===== src/verilog/usb_port_pkg.sv =====
// Purpose: Shared constants for the USB port control and address block.
// Assumes: 50 MHz device clock, byte-wide register port.
// Notes: Offsets are the printed byte addresses of the register port.
package usb_port_pkg;
	localparam logic [7:0] ADDR_DEVICE_ADDRESS = 8'h10;
	localparam logic [7:0] ADDR_PORT_STATUS_CONTROL = 8'h1f;
	localparam logic [7:0] RESET_VALUE = 8'h00;
	// Status and control field positions.
	localparam int BIT_PULLUP_EN = 7;
	localparam int BIT_REG_EN = 6;
	localparam int BIT_IRQ_SEL = 5;
	localparam int BIT_RESERVED = 4;
	localparam int BIT_ACTIVITY = 3;
	localparam int FORCE_HI = 2;
	localparam int FORCE_LO = 0;
	// Device address field positions.
	localparam int BIT_ADDR_EN = 7;
	localparam int ADDR_HI = 6;
	localparam int ADDR_LO = 0;
	localparam int ADDR_WIDTH = 7;
	// Line forcing codes.
	localparam logic [2:0] FORCE_NONE = 3'h0;
	localparam logic [2:0] FORCE_K = 3'h1;
	localparam logic [2:0] FORCE_J = 3'h2;
	localparam logic [2:0] FORCE_SE0 = 3'h3;
	// Low-duration window, in microseconds, and clock rate.
	localparam int CLOCK_HZ = 50000000;
	localparam int LOW_MIN_US = 128;
	localparam int LOW_MAX_US = 256;
	// Least time converts to whole cycles with no rounding up.
	localparam int LOW_MIN_CYCLES =
		(LOW_MIN_US * (CLOCK_HZ / 1000000) + 0);
	localparam int NUM_ENDPOINTS = 3;
endpackage : usb_port_pkg


===== src/verilog/low_timer.sv =====
// Purpose: Times how long a watched condition has held without a break.
// Assumes: Condition is already synchronised to the clock.
// Notes: Fires a single pulse when the run reaches the limit.
`timescale 1ns/1ps
module low_timer
#(
	parameter int LIMIT = 6400
)
(
	input wire logic clock,
	input wire logic rst_n,
	input wire logic cond,
	output logic fire
);
	localparam int W = $clog2(LIMIT + 1);
	localparam logic [W-1:0] TOP = W'(LIMIT);
	logic [W-1:0] count;

	// The count saturates so one long run gives one pulse only.
	always_ff @(posedge clock)
	begin
		if (!rst_n || !cond)
			count <= '0;
		else if (count != TOP)
			count <= count + W'(1);
	end

	assign fire = cond && (count == TOP - W'(1));
endmodule : low_timer


===== src/verilog/usb_port_control.sv =====
// Purpose: Port status, control and device address of a USB/PS2 port.
// Assumes: Registers reached over a strobed byte port, read data next cycle.
// Notes: The packet engine itself lives outside; this block gates it.
`timescale 1ns/1ps
module usb_port_control
	import usb_port_pkg::*;
#(
	parameter int LOW_CYCLES = LOW_MIN_CYCLES
)
(
	// Clock and reset.
	input wire logic CLOCK,
	input wire logic RST_N,
	// Register port.
	input wire logic [7:0] ADDR,
	input wire logic [7:0] WDATA,
	input wire logic WR,
	input wire logic RD,
	output logic [7:0] RDATA,
	// D+ and D- pins, each as input, output and enable.
	input wire logic DP_IN,
	input wire logic DM_IN,
	output logic DP_OUT,
	output logic DM_OUT,
	output logic DP_OE,
	output logic DM_OE,
	output logic OPEN_DRAIN,
	output logic PULLUP_EN,
	output logic REGULATOR_EN,
	// Serial engine side.
	input wire logic ENGINE_DP_OUT,
	input wire logic ENGINE_DM_OUT,
	input wire logic ENGINE_OE,
	input wire logic ENGINE_ACTIVITY,
	input wire logic TOKEN_VALID,
	input wire logic [6:0] TOKEN_ADDR,
	input wire logic [3:0] TOKEN_ENDP,
	output logic TOKEN_ACCEPT,
	// Event pulses towards the interrupt controller.
	output logic BUS_RESET_IRQ,
	output logic PS2_ACTIVITY_IRQ
);
	logic pullup_en;
	logic reg_en;
	logic irq_sel;
	logic activity;
	logic [2:0] force_code;
	logic addr_en;
	logic [ADDR_WIDTH-1:0] dev_addr;
	logic dp_meta, dp_sync, dm_meta, dm_sync;
	logic se0_fire, ps2_fire;
	logic wr_ctl, wr_addr;
	logic [7:0] ctl_view, addr_view;

	assign wr_ctl = WR && (ADDR == ADDR_PORT_STATUS_CONTROL);
	assign wr_addr = WR && (ADDR == ADDR_DEVICE_ADDRESS);

	// Pins come from outside the clock domain.
	always_ff @(posedge CLOCK)
	begin
		if (!RST_N)
		begin
			dp_meta <= 1'b1;
			dm_meta <= 1'b1;
			dp_sync <= 1'b1;
			dm_sync <= 1'b1;
		end
		else
		begin
			dp_meta <= DP_IN;
			dm_meta <= DM_IN;
			dp_sync <= dp_meta;
			dm_sync <= dm_meta;
		end
	end

	low_timer #(.LIMIT(LOW_CYCLES)) se0_timer
	(
		.clock(CLOCK),
		.rst_n(RST_N),
		.cond(!dp_sync && !dm_sync),
		.fire(se0_fire)
	);

	low_timer #(.LIMIT(LOW_CYCLES)) ps2_timer
	(
		.clock(CLOCK),
		.rst_n(RST_N),
		.cond(!dm_sync),
		.fire(ps2_fire)
	);

	assign PS2_ACTIVITY_IRQ = irq_sel && ps2_fire;
	assign BUS_RESET_IRQ = !irq_sel && se0_fire;

	// Control fields; the reserved bit is never stored.
	always_ff @(posedge CLOCK)
	begin
		if (!RST_N)
		begin
			pullup_en <= 1'b0;
			reg_en <= 1'b0;
			irq_sel <= 1'b0;
			force_code <= FORCE_NONE;
		end
		else if (wr_ctl)
		begin
			pullup_en <= WDATA[BIT_PULLUP_EN];
			reg_en <= WDATA[BIT_REG_EN];
			irq_sel <= WDATA[BIT_IRQ_SEL];
			force_code <= WDATA[FORCE_HI:FORCE_LO];
		end
	end

	// write zero clears, set wins over the clear.
	always_ff @(posedge CLOCK)
	begin
		if (!RST_N)
			activity <= 1'b0;
		else if (ENGINE_ACTIVITY)
			activity <= 1'b1;
		else if (wr_ctl && !WDATA[BIT_ACTIVITY])
			activity <= 1'b0;
	end

	// bus reset clears it, in USB mode only (irq_sel low).
	always_ff @(posedge CLOCK)
	begin
		if (!RST_N || BUS_RESET_IRQ)
		begin
			addr_en <= 1'b0;
			dev_addr <= '0;
		end
		else if (wr_addr)
		begin
			addr_en <= WDATA[BIT_ADDR_EN];
			dev_addr <= WDATA[ADDR_HI:ADDR_LO];
		end
	end

	assign TOKEN_ACCEPT = TOKEN_VALID && addr_en &&
		(TOKEN_ADDR == dev_addr) && (TOKEN_ENDP < 4'(NUM_ENDPOINTS));

	assign PULLUP_EN = pullup_en;
	assign REGULATOR_EN = reg_en;
	assign OPEN_DRAIN = force_code[FORCE_HI];

	always_comb
	begin
		DP_OUT = 1'b0;
		DM_OUT = 1'b0;
		DP_OE = 1'b0;
		DM_OE = 1'b0;
		case (force_code)
			FORCE_NONE:
			begin
				DP_OUT = ENGINE_DP_OUT;
				DM_OUT = ENGINE_DM_OUT;
				DP_OE = ENGINE_OE;
				DM_OE = ENGINE_OE;
			end
			FORCE_K:
			begin
				DP_OUT = 1'b1;
				DP_OE = 1'b1;
				DM_OE = 1'b1;
			end
			FORCE_J:
			begin
				DM_OUT = 1'b1;
				DP_OE = 1'b1;
				DM_OE = 1'b1;
			end
			FORCE_SE0:
			begin
				DP_OE = 1'b1;
				DM_OE = 1'b1;
			end
			default:
			begin
				// Bit 0 set releases D+, bit 1 set releases D-.
				DP_OE = !force_code[0];
				DM_OE = !force_code[1];
			end
		endcase
	end

	always_comb
	begin
		ctl_view = RESET_VALUE;
		ctl_view[BIT_PULLUP_EN] = pullup_en;
		ctl_view[BIT_REG_EN] = reg_en;
		ctl_view[BIT_IRQ_SEL] = irq_sel;
		ctl_view[BIT_ACTIVITY] = activity;
		ctl_view[FORCE_HI:FORCE_LO] = force_code;
		addr_view = {addr_en, dev_addr};
	end

	// Unmapped reads return zero.
	always_ff @(posedge CLOCK)
	begin
		if (!RST_N)
			RDATA <= RESET_VALUE;
		else if (RD && ADDR == ADDR_PORT_STATUS_CONTROL)
			RDATA <= ctl_view;
		else if (RD && ADDR == ADDR_DEVICE_ADDRESS)
			RDATA <= addr_view;
		else
			RDATA <= RESET_VALUE;
	end
endmodule : usb_port_control


===== config.mk =====
export PLATFORM = sky130hd
export DESIGN_NAME = usb_port_control
export DESIGN_NICKNAME = d
export VERILOG_FILES = /design/src/verilog/usb_port_pkg.sv /design/src/verilog/low_timer.sv /design/src/verilog/usb_port_control.sv
export SDC_FILE = /design/constraint.sdc
export NUM_CORES = 1
export LEC_CHECK = 0
export BUFFER_PORTS_ARGS = -buffer_cell sky130_fd_sc_hd__buf_4
export CAP_MARGIN = 20
export CORE_ASPECT_RATIO = 0.7
export CORE_UTILIZATION = 35
export CTS_CLUSTER_DIAMETER = 100
export CTS_CLUSTER_SIZE = 12
export DETAILED_ROUTE_END_ITERATION = 6
export GPL_TIMING_DRIVEN = 1
export PLACE_DENSITY = 0.6
export SLEW_MARGIN = 15
export SYNTH_ARGS = -nofsm -noshare
export SYNTH_HDL_FRONTEND = slang
export SYNTH_HIERARCHICAL = 1
export SYNTH_SLANG_ARGS = --single-unit

===== constraint.sdc =====
create_clock -name CLOCK -period 2.25 [get_ports CLOCK]
set_clock_uncertainty 0.1 [all_clocks]
set_input_delay 0.45 -clock CLOCK [delete_from_list [all_inputs] [get_ports CLOCK]]
set_output_delay 0.45 -clock CLOCK [all_outputs]
set_load 0.005 [all_outputs]

==> Word level (Yosys, flattened, before mapping) <==
Cells that the tools add are included.
{ "word_totals": {"register_bits": 53, "inputBits": 38} }
{ "op_classes": {"bitwise_logic": 2, "n_addsub": 2, "eq_ne": 10, "reduce_logical": 28, "n_lt_le_gt_ge": 1, "mux": 8} }
{ "op_table": {"columns": ["op", "count"], "rows": [
  ["adder 13 x 1 -> 13 bit, second input constant", 2],
  ["== test 13 bit, second input constant", 2],
  ["!= test 13 bit, second input constant", 2],
  ["== test 8 x 5 -> 1 bit, second input constant", 2],
  ["two-way mux 8 bit", 2],
  ["logical AND 1 bit", 13],
  ["zero test 1 bit", 8],
  ["one-hot mux 1 bit (2 select lines)", 4],
  ["== test 7 bit", 1],
  ["== test 3 x 2 -> 1 bit, second input constant", 2],
  ["OR reduction 3 bit", 2],
  ["< comparator 4 x 2 -> 1 bit, second input constant", 1],
  ["== test 3 x 1 -> 1 bit, second input constant", 1],
  ["zero test 3 bit", 1],
  ["logical OR 1 bit", 3],
  ["two-way mux 1 bit", 2],
  ["inverter 1 bit", 2],
  ["nonzero test 2 bit", 1]
]} }

==> Longest topological paths before layout <==
Gate-level depths: netlist of run 1.
{ "logic_depth": {"word_depth": 5, "depth_mapped": 9, "mapped_depth_nobuf": 7} }

==> Modules after synthesis <==
Netlist of run 1, hierarchy kept.
{ "modules_own_cells": {"columns": ["module", "area_per_inst_um2", "instances", "cells_per_inst"], "rows": [
  ["low_timer", 658.1, 2, 76],
  ["usb_port_control", 1184.9, 1, 132]
]} }

==> Worst setup path before layout of run 1 <==
No wires, ideal clock.
{ "synth_path": {"path_kind": "reg2out", "from": "register se0_timer.count[0]", "to": "output BUS_RESET_IRQ", "path_stages_with_launch": 9, "t_required_ps": 1700, "t_arrival_ps": 1475, "path_slack_ps": 225, "path_cell_list": "dfxtp_1 > ha_1 > nand3_2 > nor2_1 > and4_1 > nand2b_1 > clkbuf_1 > buf_2 > inv_1"} }
{ "synth_via": {"elab_chain_cells": 3} }
{ "synth_rtl": {"columns": ["element", "line", "rtl"], "rows": [
  ["start, declared", "low_timer.sv:17", "logic [W-1:0] count;"],
  ["start signal, assigned", "low_timer.sv:25", "count <= count + W'(1);"],
  ["== test 13 bit", "low_timer.sv:28", "assign fire = cond && (count == TOP - W'(1));"],
  ["logical AND 1 bit", "low_timer.sv:28", null],
  ["named net se0_fire", "usb_port_control.sv:51", "logic se0_fire, ps2_fire;"],
  ["logical AND 1 bit", "usb_port_control.sv:94", "assign BUS_RESET_IRQ = !irq_sel && se0_fire;"],
  ["end, declared", "usb_port_control.sv:40", "output logic BUS_RESET_IRQ,"]
]} }
The timed path passes the listed nets, and every way through them passes these cells.

==> Worst setup path in the final report of run 1 <==
{ "layout_path": {"from": "register ps2_timer.count[0]", "to": "output PS2_ACTIVITY_IRQ"} }
{ "layout_via": {"elab_chain_cells": 3} }
{ "layout_rtl": {"columns": ["element", "line", "rtl"], "rows": [
  ["start, declared", "low_timer.sv:17", null],
  ["start signal, assigned", "low_timer.sv:25", null],
  ["== test 13 bit", "low_timer.sv:28", null],
  ["logical AND 1 bit", "low_timer.sv:28", null],
  ["named net ps2_fire", "usb_port_control.sv:51", null],
  ["logical AND 1 bit", "usb_port_control.sv:93", "assign PS2_ACTIVITY_IRQ = irq_sel && ps2_fire;"],
  ["end, declared", "usb_port_control.sv:41", "output logic PS2_ACTIVITY_IRQ"]
]} }
The timed path passes the listed nets, and every way through them passes these cells.

==> key figures, run 1 <==
Logic synthesis
  • Seq cells post-synth: 53
  • Largest cells by area after synthesis: dfxtp_1 (42%), mux2i_1 (6.4%), nand3_1 (5.2%)
  • Syn. warnings: 6
  • Sequential fraction of the synthesis area: 0.4242
  • Mean Syn Cell Area: 8.807 sq um
  • Syn nets: 326
  • Top_reg_cell synth: dfxtp_1
  • Post-synth top area share: 0.4242
  • Mapped Area: 2501 sq um
  • Number of synthesized flops with an enable pin: 0
  • Cell accounting for the most synthesized area: dfxtp_1
  • Synth unique cells: 37
  • Fraction of registers with async set/reset: 0
  • Cell count after synthesis: 284

Finish
  • Fin nets: 379
  • Area growth syn-to-layout: 25.26%
  • # diodes: 0
  • Layout cells sized above 1: 0.2544

Power and ir drop
  • Max VDD drop: 0.3030 mV
  • LEAKAGE: 1.090 nW
  • Power per Cell Area: 511.5 nW/um^2

Route
  • Number of routed nets with antenna violations: 0
  • DRT Pass-1 Iters: 4
  • DR vias: 2,266
  • DRC Markers: 0
  • WL/cell: 14.01 um
  • Number of DRC markers in iteration 0: 113
  • Via density: 5.245
  • Final wirelength: 6053 um

STA
  • Slew Viols, Final: 0
  • Final setup viols: 0
  • Period utilization: 0.9554
  • Final hold viol count: 0
  • Least-Margin Pin Slew: 638.8 ps
  • Min cycle time layout: 2150 ps
  • RSZ-0062 raised after global routing: no
  • Setup ws final: 100.4 ps
  • Fmax: 465.2 MHz
  • Worst rel slew slack: 0.5702
  • Setup TNS: 0 ps

Placement
  • Final GP Congestion: 0.8354
  • Setup WS pre-CTS: 287.2 ps
  • HPWL Detailed: 4493 um
  • I/O Buffers: 55

Die
  • Die Ht: 72.73 um
  • Floorplan Core Area: 6819 sq um
  • Die Wd: 103.0 um
  • Number of cell rows: 25
  • Starting Density: 0.3668
  • Die Area: 7494 sq um
  • IO Count: 56

Run
  • Max-cap viol count: 0

Global route
  • Largest net degree at the start of global routing: 39
  • Antenna violations before repair: 0
  • First-pass GRT wire length: 9770 um
  • GRT Total Usage: 0.1701
  • Vias in the first global route: 1,936
  • Total grt overflow: 0

Min path
  • Hold WC Path Type: in -> reg

Clock tree
  • Clock Pin Slew Worst Setup and Hold Paths: 100 ps
  • Clk root buf: clkbuf_8
  • CTS tree: built
  • Clk Latency, worst-skew pair: 300 ps
  • Clock sinks: 53
  • H-tree depth: 2
  • # hold bufs at CTS: 0
  • Max Root-Sink Buffers: 2
  • # Post-CTS Setup Buffers: 0
  • Total CTS buffers: 5

Worst setup path
  • CP Launch Type: flip-flop
  • Critical path type: reg -> out
  • Worst EP required: 1700 ps
  • Arrival time of the worst setup path: 1600 ps
  • Setup crit end kind: output pin
  • Crit-path max FO: 10

Outcome
  • Status: completed
-- kinds of logic (layout without fill, tap and decap cells) --
group           after synthesis  in the layout  share of synthesized area
xor+xnor                     11             11                    0.03852
buf+inv                      25             79                    0.04502
mux                          16             16                    0.06403
compound gates               51             51                     0.1241
fa+ha+maj                     4              4                    0.02001
simple gates                124            124                     0.2841
flops                        53             53                     0.4242
-- worst paths after layout --
| path | from | endpoint | slack (ps) | cells past startpoint |
|---|---|---|---|---|
| setup / recovery | ps2_timer/count[0]$_SDFFE_PP0P_ | PS2_ACTIVITY_IRQ | 100 | 6 |
| hold / removal | DP_IN | dp_meta$_SDFF_PN1_ | 230 | 2 |
| setup reg to reg | se0_timer/count[0]$_SDFFE_PP0P_ | dev_addr[5]$_SDFFE_PP0P_ | 590 | 8 |
| hold reg to reg | dm_meta$_SDFF_PN1_ | dm_sync$_SDFF_PN1_ | 320 | 1 |
-- layout make-up --
class / instances / area (sq um)
flip-flops and latches: 53 / 1071
clock buffers: 6 / 82.58
clock inverters: 2 / 13.76
multi-input cells: 206 / 1360
repair buffers: 59 / 442.9
fillers: 670 / 3686
inverters: 12 / 45.04
well taps: 94 / 117.6
-- Yosys cell counts, types with 6 or more instances --
cell type and instances:
mux2i_1 16, a21oi_1 23, or4_1 8, a22oi_1 7
o21ai_0 9, dfxtp_1 53, nand3_1 26, xnor2_1 9
nor2_1 19, nand2_1 26, o31ai_1 8, nand4_1 8
or3_1 6, inv_1 12
-- metrics by stage --
step / cell area, sq um / utilization / hold WS (ps) / power, mW / instances
after floorplan: 2501 / - / 286.3 / 1.005 / 284
after global placement: 2994 / 0.4391 / 297.0 / 1.072 / 424
after detailed placement: 2994 / 0.4391 / 298.1 / 1.073 / 424
after CTS: 3093 / 0.4536 / 220.5 / 1.626 / 432
after global routing: 3133 / 0.4595 / 233.3 / 1.681 / 432
final: 3133 / 0.4595 / 225.7 / 1.603 / 432
-- per-layer routing --
metal | vias to the layer above | part of all wire | global-route usage
met2 | 61 | 0.41 | 0.2200
met3 | 4 | 0.066 | 0.04502
li1 | 1135 | - | -
met4 | 0 | 0.0056 | 0.02347
met1 | 1066 | 0.52 | 0.2777
met5 | - | 0 | 0
-- flip-flops by register name (all words and copies together) (netlist names) --
name,flops
dm_sync,1
dm_meta,1
addr_en,1
force_code,3
ps2_timer/count,13
dp_sync,1
dp_meta,1
activity,1
irq_sel,1
RDATA,8
dev_addr,7
se0_timer/count,13
REGULATOR_EN,1
PULLUP_EN,1
-- power by group --
| part | leakage [nW] | total, mW | internal, mW | switching, mW |
|---|---|---|---|---|
| registers | 0.431 | 0.944 | 0.940 | 0.00376 |
| clock network | 0.0512 | 0.554 | 0.250 | 0.304 |
| logic | 0.608 | 0.105 | 0.0619 | 0.0429 |
| total | 1.09 | 1.60 | 1.25 | 0.350 |
-- critical path, cell delays in order (launching register included) --
cell and delay, ps:
dfxtp_2 400, ha_2 230, nand3_4 140, nor2_1 120, and4_1 190, and2_1 130, buf_4 110
-- what timing repair did --
| item | in CTS | in global routing |
|---|---|---|
| setup endpoints to repair | 2 | 2 |
| pin swaps | 0 | 1 |
| resized for setup | 2 | 10 |
| hold endpoints to repair | 0 | 0 |
-- layout by cell type, fill, tap and decap left out, types with 3 or more instances in the layout --
cell	count
clkbuf_8	6
o21ai_0	9
nor4_1	3
or3_1	6
and2_1	3
mux2i_1	16
nand4_1	8
nand3_1	26
nand2b_1	5
inv_1	12
o31ai_1	8
nor3_1	3
dfxtp_1	49
nor2_1	18
nand2_1	26
or4_1	8
a21oi_1	23
buf_4	59
a22oi_1	7
xnor2_1	9
(Power assumes the default switching activity.)
==> inputs of run 2 (changes only) <==
CORE_UTILIZATION = 45   (was 35)
PLACE_DENSITY = 0.72   (was 0.6)
TNS_END_PERCENT = 5   (was not set)
==> key figures, run 2 (synthesized netlist as in run 1, its figures left out) <==
Outcome
  • Status: completed

Placement
  • I/O Buffers: 55 (unchanged)
  • Final GP Congestion: 0.8355 (about the same)
  • HPWL Detailed: 4356 um (-3.1%)

Global route
  • GRT Total Usage: 0.2040 (+0.03384)
  • Antenna violations before repair: 0 (unchanged)
  • First-pass GRT wire length: 9342 um (-4.4%)
  • Total grt overflow: 0 (unchanged)
  • Vias in the first global route: 1,959 (+1.2%)
  • Largest net degree at the start of global routing: 39 (unchanged)

Route
  • DRT Pass-1 Iters: 4 (unchanged)
  • WL/cell: 14.28 um (+1.9%)
  • Via density: 5.546 (+5.7%)
  • Number of routed nets with antenna violations: 0 (unchanged)
  • Number of DRC markers in iteration 0: 95 (-16%)
  • Final wirelength: 5856 um (-3.3%)
  • DRC Markers: 0 (unchanged)
  • DR vias: 2,274 (+0.35%)

Worst setup path
  • Crit-path max FO: 10 (unchanged)
  • CP Launch Type: flip-flop
  • Critical path type: reg -> out
  • Crit path from: ps2_timer/count[0]$_SDFFE_PP0P_
  • R2R Path End: dev_addr[5]$_SDFFE_PP0P_
  • Reg2Reg Setup Slack: 570 ps (-20 ps)
  • Worst EP required: 1700 ps (about the same)
  • Arrival time of the worst setup path: 1590 ps (about the same)
  • Cells on worst reg2reg path: 8 (unchanged)
  • Critical Path End: PS2_ACTIVITY_IRQ
  • Setup crit end kind: output pin
  • FF-to-FF Start: se0_timer/count[0]$_SDFFE_PP0P_

Clock tree
  • CTS tree: built
  • Clk root buf: clkbuf_8
  • Clock Pin Slew Worst Setup and Hold Paths: 90 ps (about the same)
  • Post-cts resize count: 4 (+2)
  • Max Root-Sink Buffers: 2 (unchanged)
  • # hold bufs at CTS: 0 (unchanged)
  • Total CTS buffers: 5 (unchanged)
  • Clk Latency, worst-skew pair: 310 ps (about the same)
  • H-tree depth: 2 (unchanged)
  • # Post-CTS Setup Buffers: 0 (unchanged)
  • Clock sinks: 53 (unchanged)

STA
  • Period utilization: 0.9494 (-0.006008)
  • Min cycle time layout: 2136 ps (-13.52 ps)
  • Final hold viol count: 0 (unchanged)
  • Least-Margin Pin Slew: 637.8 ps (-0.9555 ps)
  • Setup TNS: 0 ps (unchanged)
  • Fmax: 468.2 MHz (+0.63%)
  • Final setup viols: 0 (unchanged)
  • RSZ-0062 raised after global routing: no
  • Slew Viols, Final: 0 (unchanged)
  • Worst rel slew slack: 0.5709 (+0.0006430)

Finish
  • Area growth syn-to-layout: 24.71%
  • Biggest regs: ps2_timer/count (13), se0_timer/count (13), RDATA (8)
  • Layout cells sized above 1: 0.2485 (-0.005917)
  • Filler cells: 498 (-26%)
  • Area of the multi-input gates: 1355 sq um (-0.37%)
  • Fin nets: 379 (unchanged)
  • Most frequent cells in the layout: buf_4 (59), dfxtp_1 (49), nand3_1 (26), nand2_1 (26), a21oi_1 (23)
  • # diodes: 0 (unchanged)
  • Most common cell after layout, fill and taps aside: buf_4
  • Register area: 1071 sq um (unchanged)
  • Final core occ: 0.5902 (+0.1307)

Die
  • Die Wd: 91.11 um (-12%)
  • Die Area: 5865 sq um (-22%)
  • Floorplan Core Area: 5285 sq um (-22%)
  • Starting Density: 0.4732 (+0.1065)
  • Number of cell rows: 22 (-12%)
  • IO Count: 56 (unchanged)
  • Die Ht: 64.38 um (-11%)

Run
  • Max-cap viol count: 0 (unchanged)

Min path
  • Hold path cells: 2 (unchanged)
  • Hold WC Path Type: in -> reg

Power and ir drop
  • Power per Cell Area: 544.6 nW/um^2 (+6.5%)
  • LEAKAGE: 1.096 nW (+0.58%)
  • Max VDD drop: 0.3832 mV (+26%)
==> run 2: worst max-delay path: stages, from the launching register on <==
cell     delay [ps]
dfxtp_2         390
ha_1            220
nand3_4         140
nor2_1          120
and4_1          180
and2_1          130
buf_4           110
==> run 2: final cells by class <==
type | count | share of cell area
clock buffers | 5 | 0.02206
clock inverters | 3 | 0.01484
inverters | 12 | 0.01444
multi-input cells | 206 | 0.4344
flip-flops and latches | 53 | 0.3434
well taps | 72 | 0.02888
repair buffers | 59 | 0.1420
==> run 2: how the worst min path moves through the flow <==
stage	start	to	slack (ps)
after CTS	DP_IN	dp_meta$_SDFF_PN1_	210
after detailed placement	dp_meta$_SDFF_PN1_	dp_sync$_SDFF_PN1_	300
final	DP_IN	dp_meta$_SDFF_PN1_	220
after global routing	DM_IN	dm_meta$_SDFF_PN1_	220
after global placement	dp_meta$_SDFF_PN1_	dp_sync$_SDFF_PN1_	300
after floorplan	dm_meta$_SDFF_PN1_	dm_sync$_SDFF_PN1_	290
==> run 2: metrics by stage <==
step | std cells | hold slack [ps] | area, sq um | total power [mW] | worst slack [ps]
after floorplan | 284 | 286.3 | 2501 | 1.005 | 224.9
after global placement | 402 | 296.5 | 2967 | 1.071 | 364.5
after detailed placement | 402 | 303.1 | 2967 | 1.073 | 310.4
after CTS | 410 | 212.9 | 3087 | 1.719 | 26.09
after global routing | 410 | 217.5 | 3119 | 1.768 | 4.969
final | 410 | 221.2 | 3119 | 1.699 | 114.0
==> run 2: power breakdown <==
part	switching [mW]	total [mW]	internal [mW]
Clock	0.316	0.649	0.333
Combinational	0.0435	0.105	0.0619
Sequential	0.00322	0.944	0.941
Total	0.363	1.70	1.34
==> run 2: metal layers <==
layer,vias up,routed length (um),track usage
met5,-,0,0
met4,0,51,0.05952
met3,7,373,0.04286
met2,53,2515,0.2945
met1,1080,2915,0.3018
li1,1134,-,-
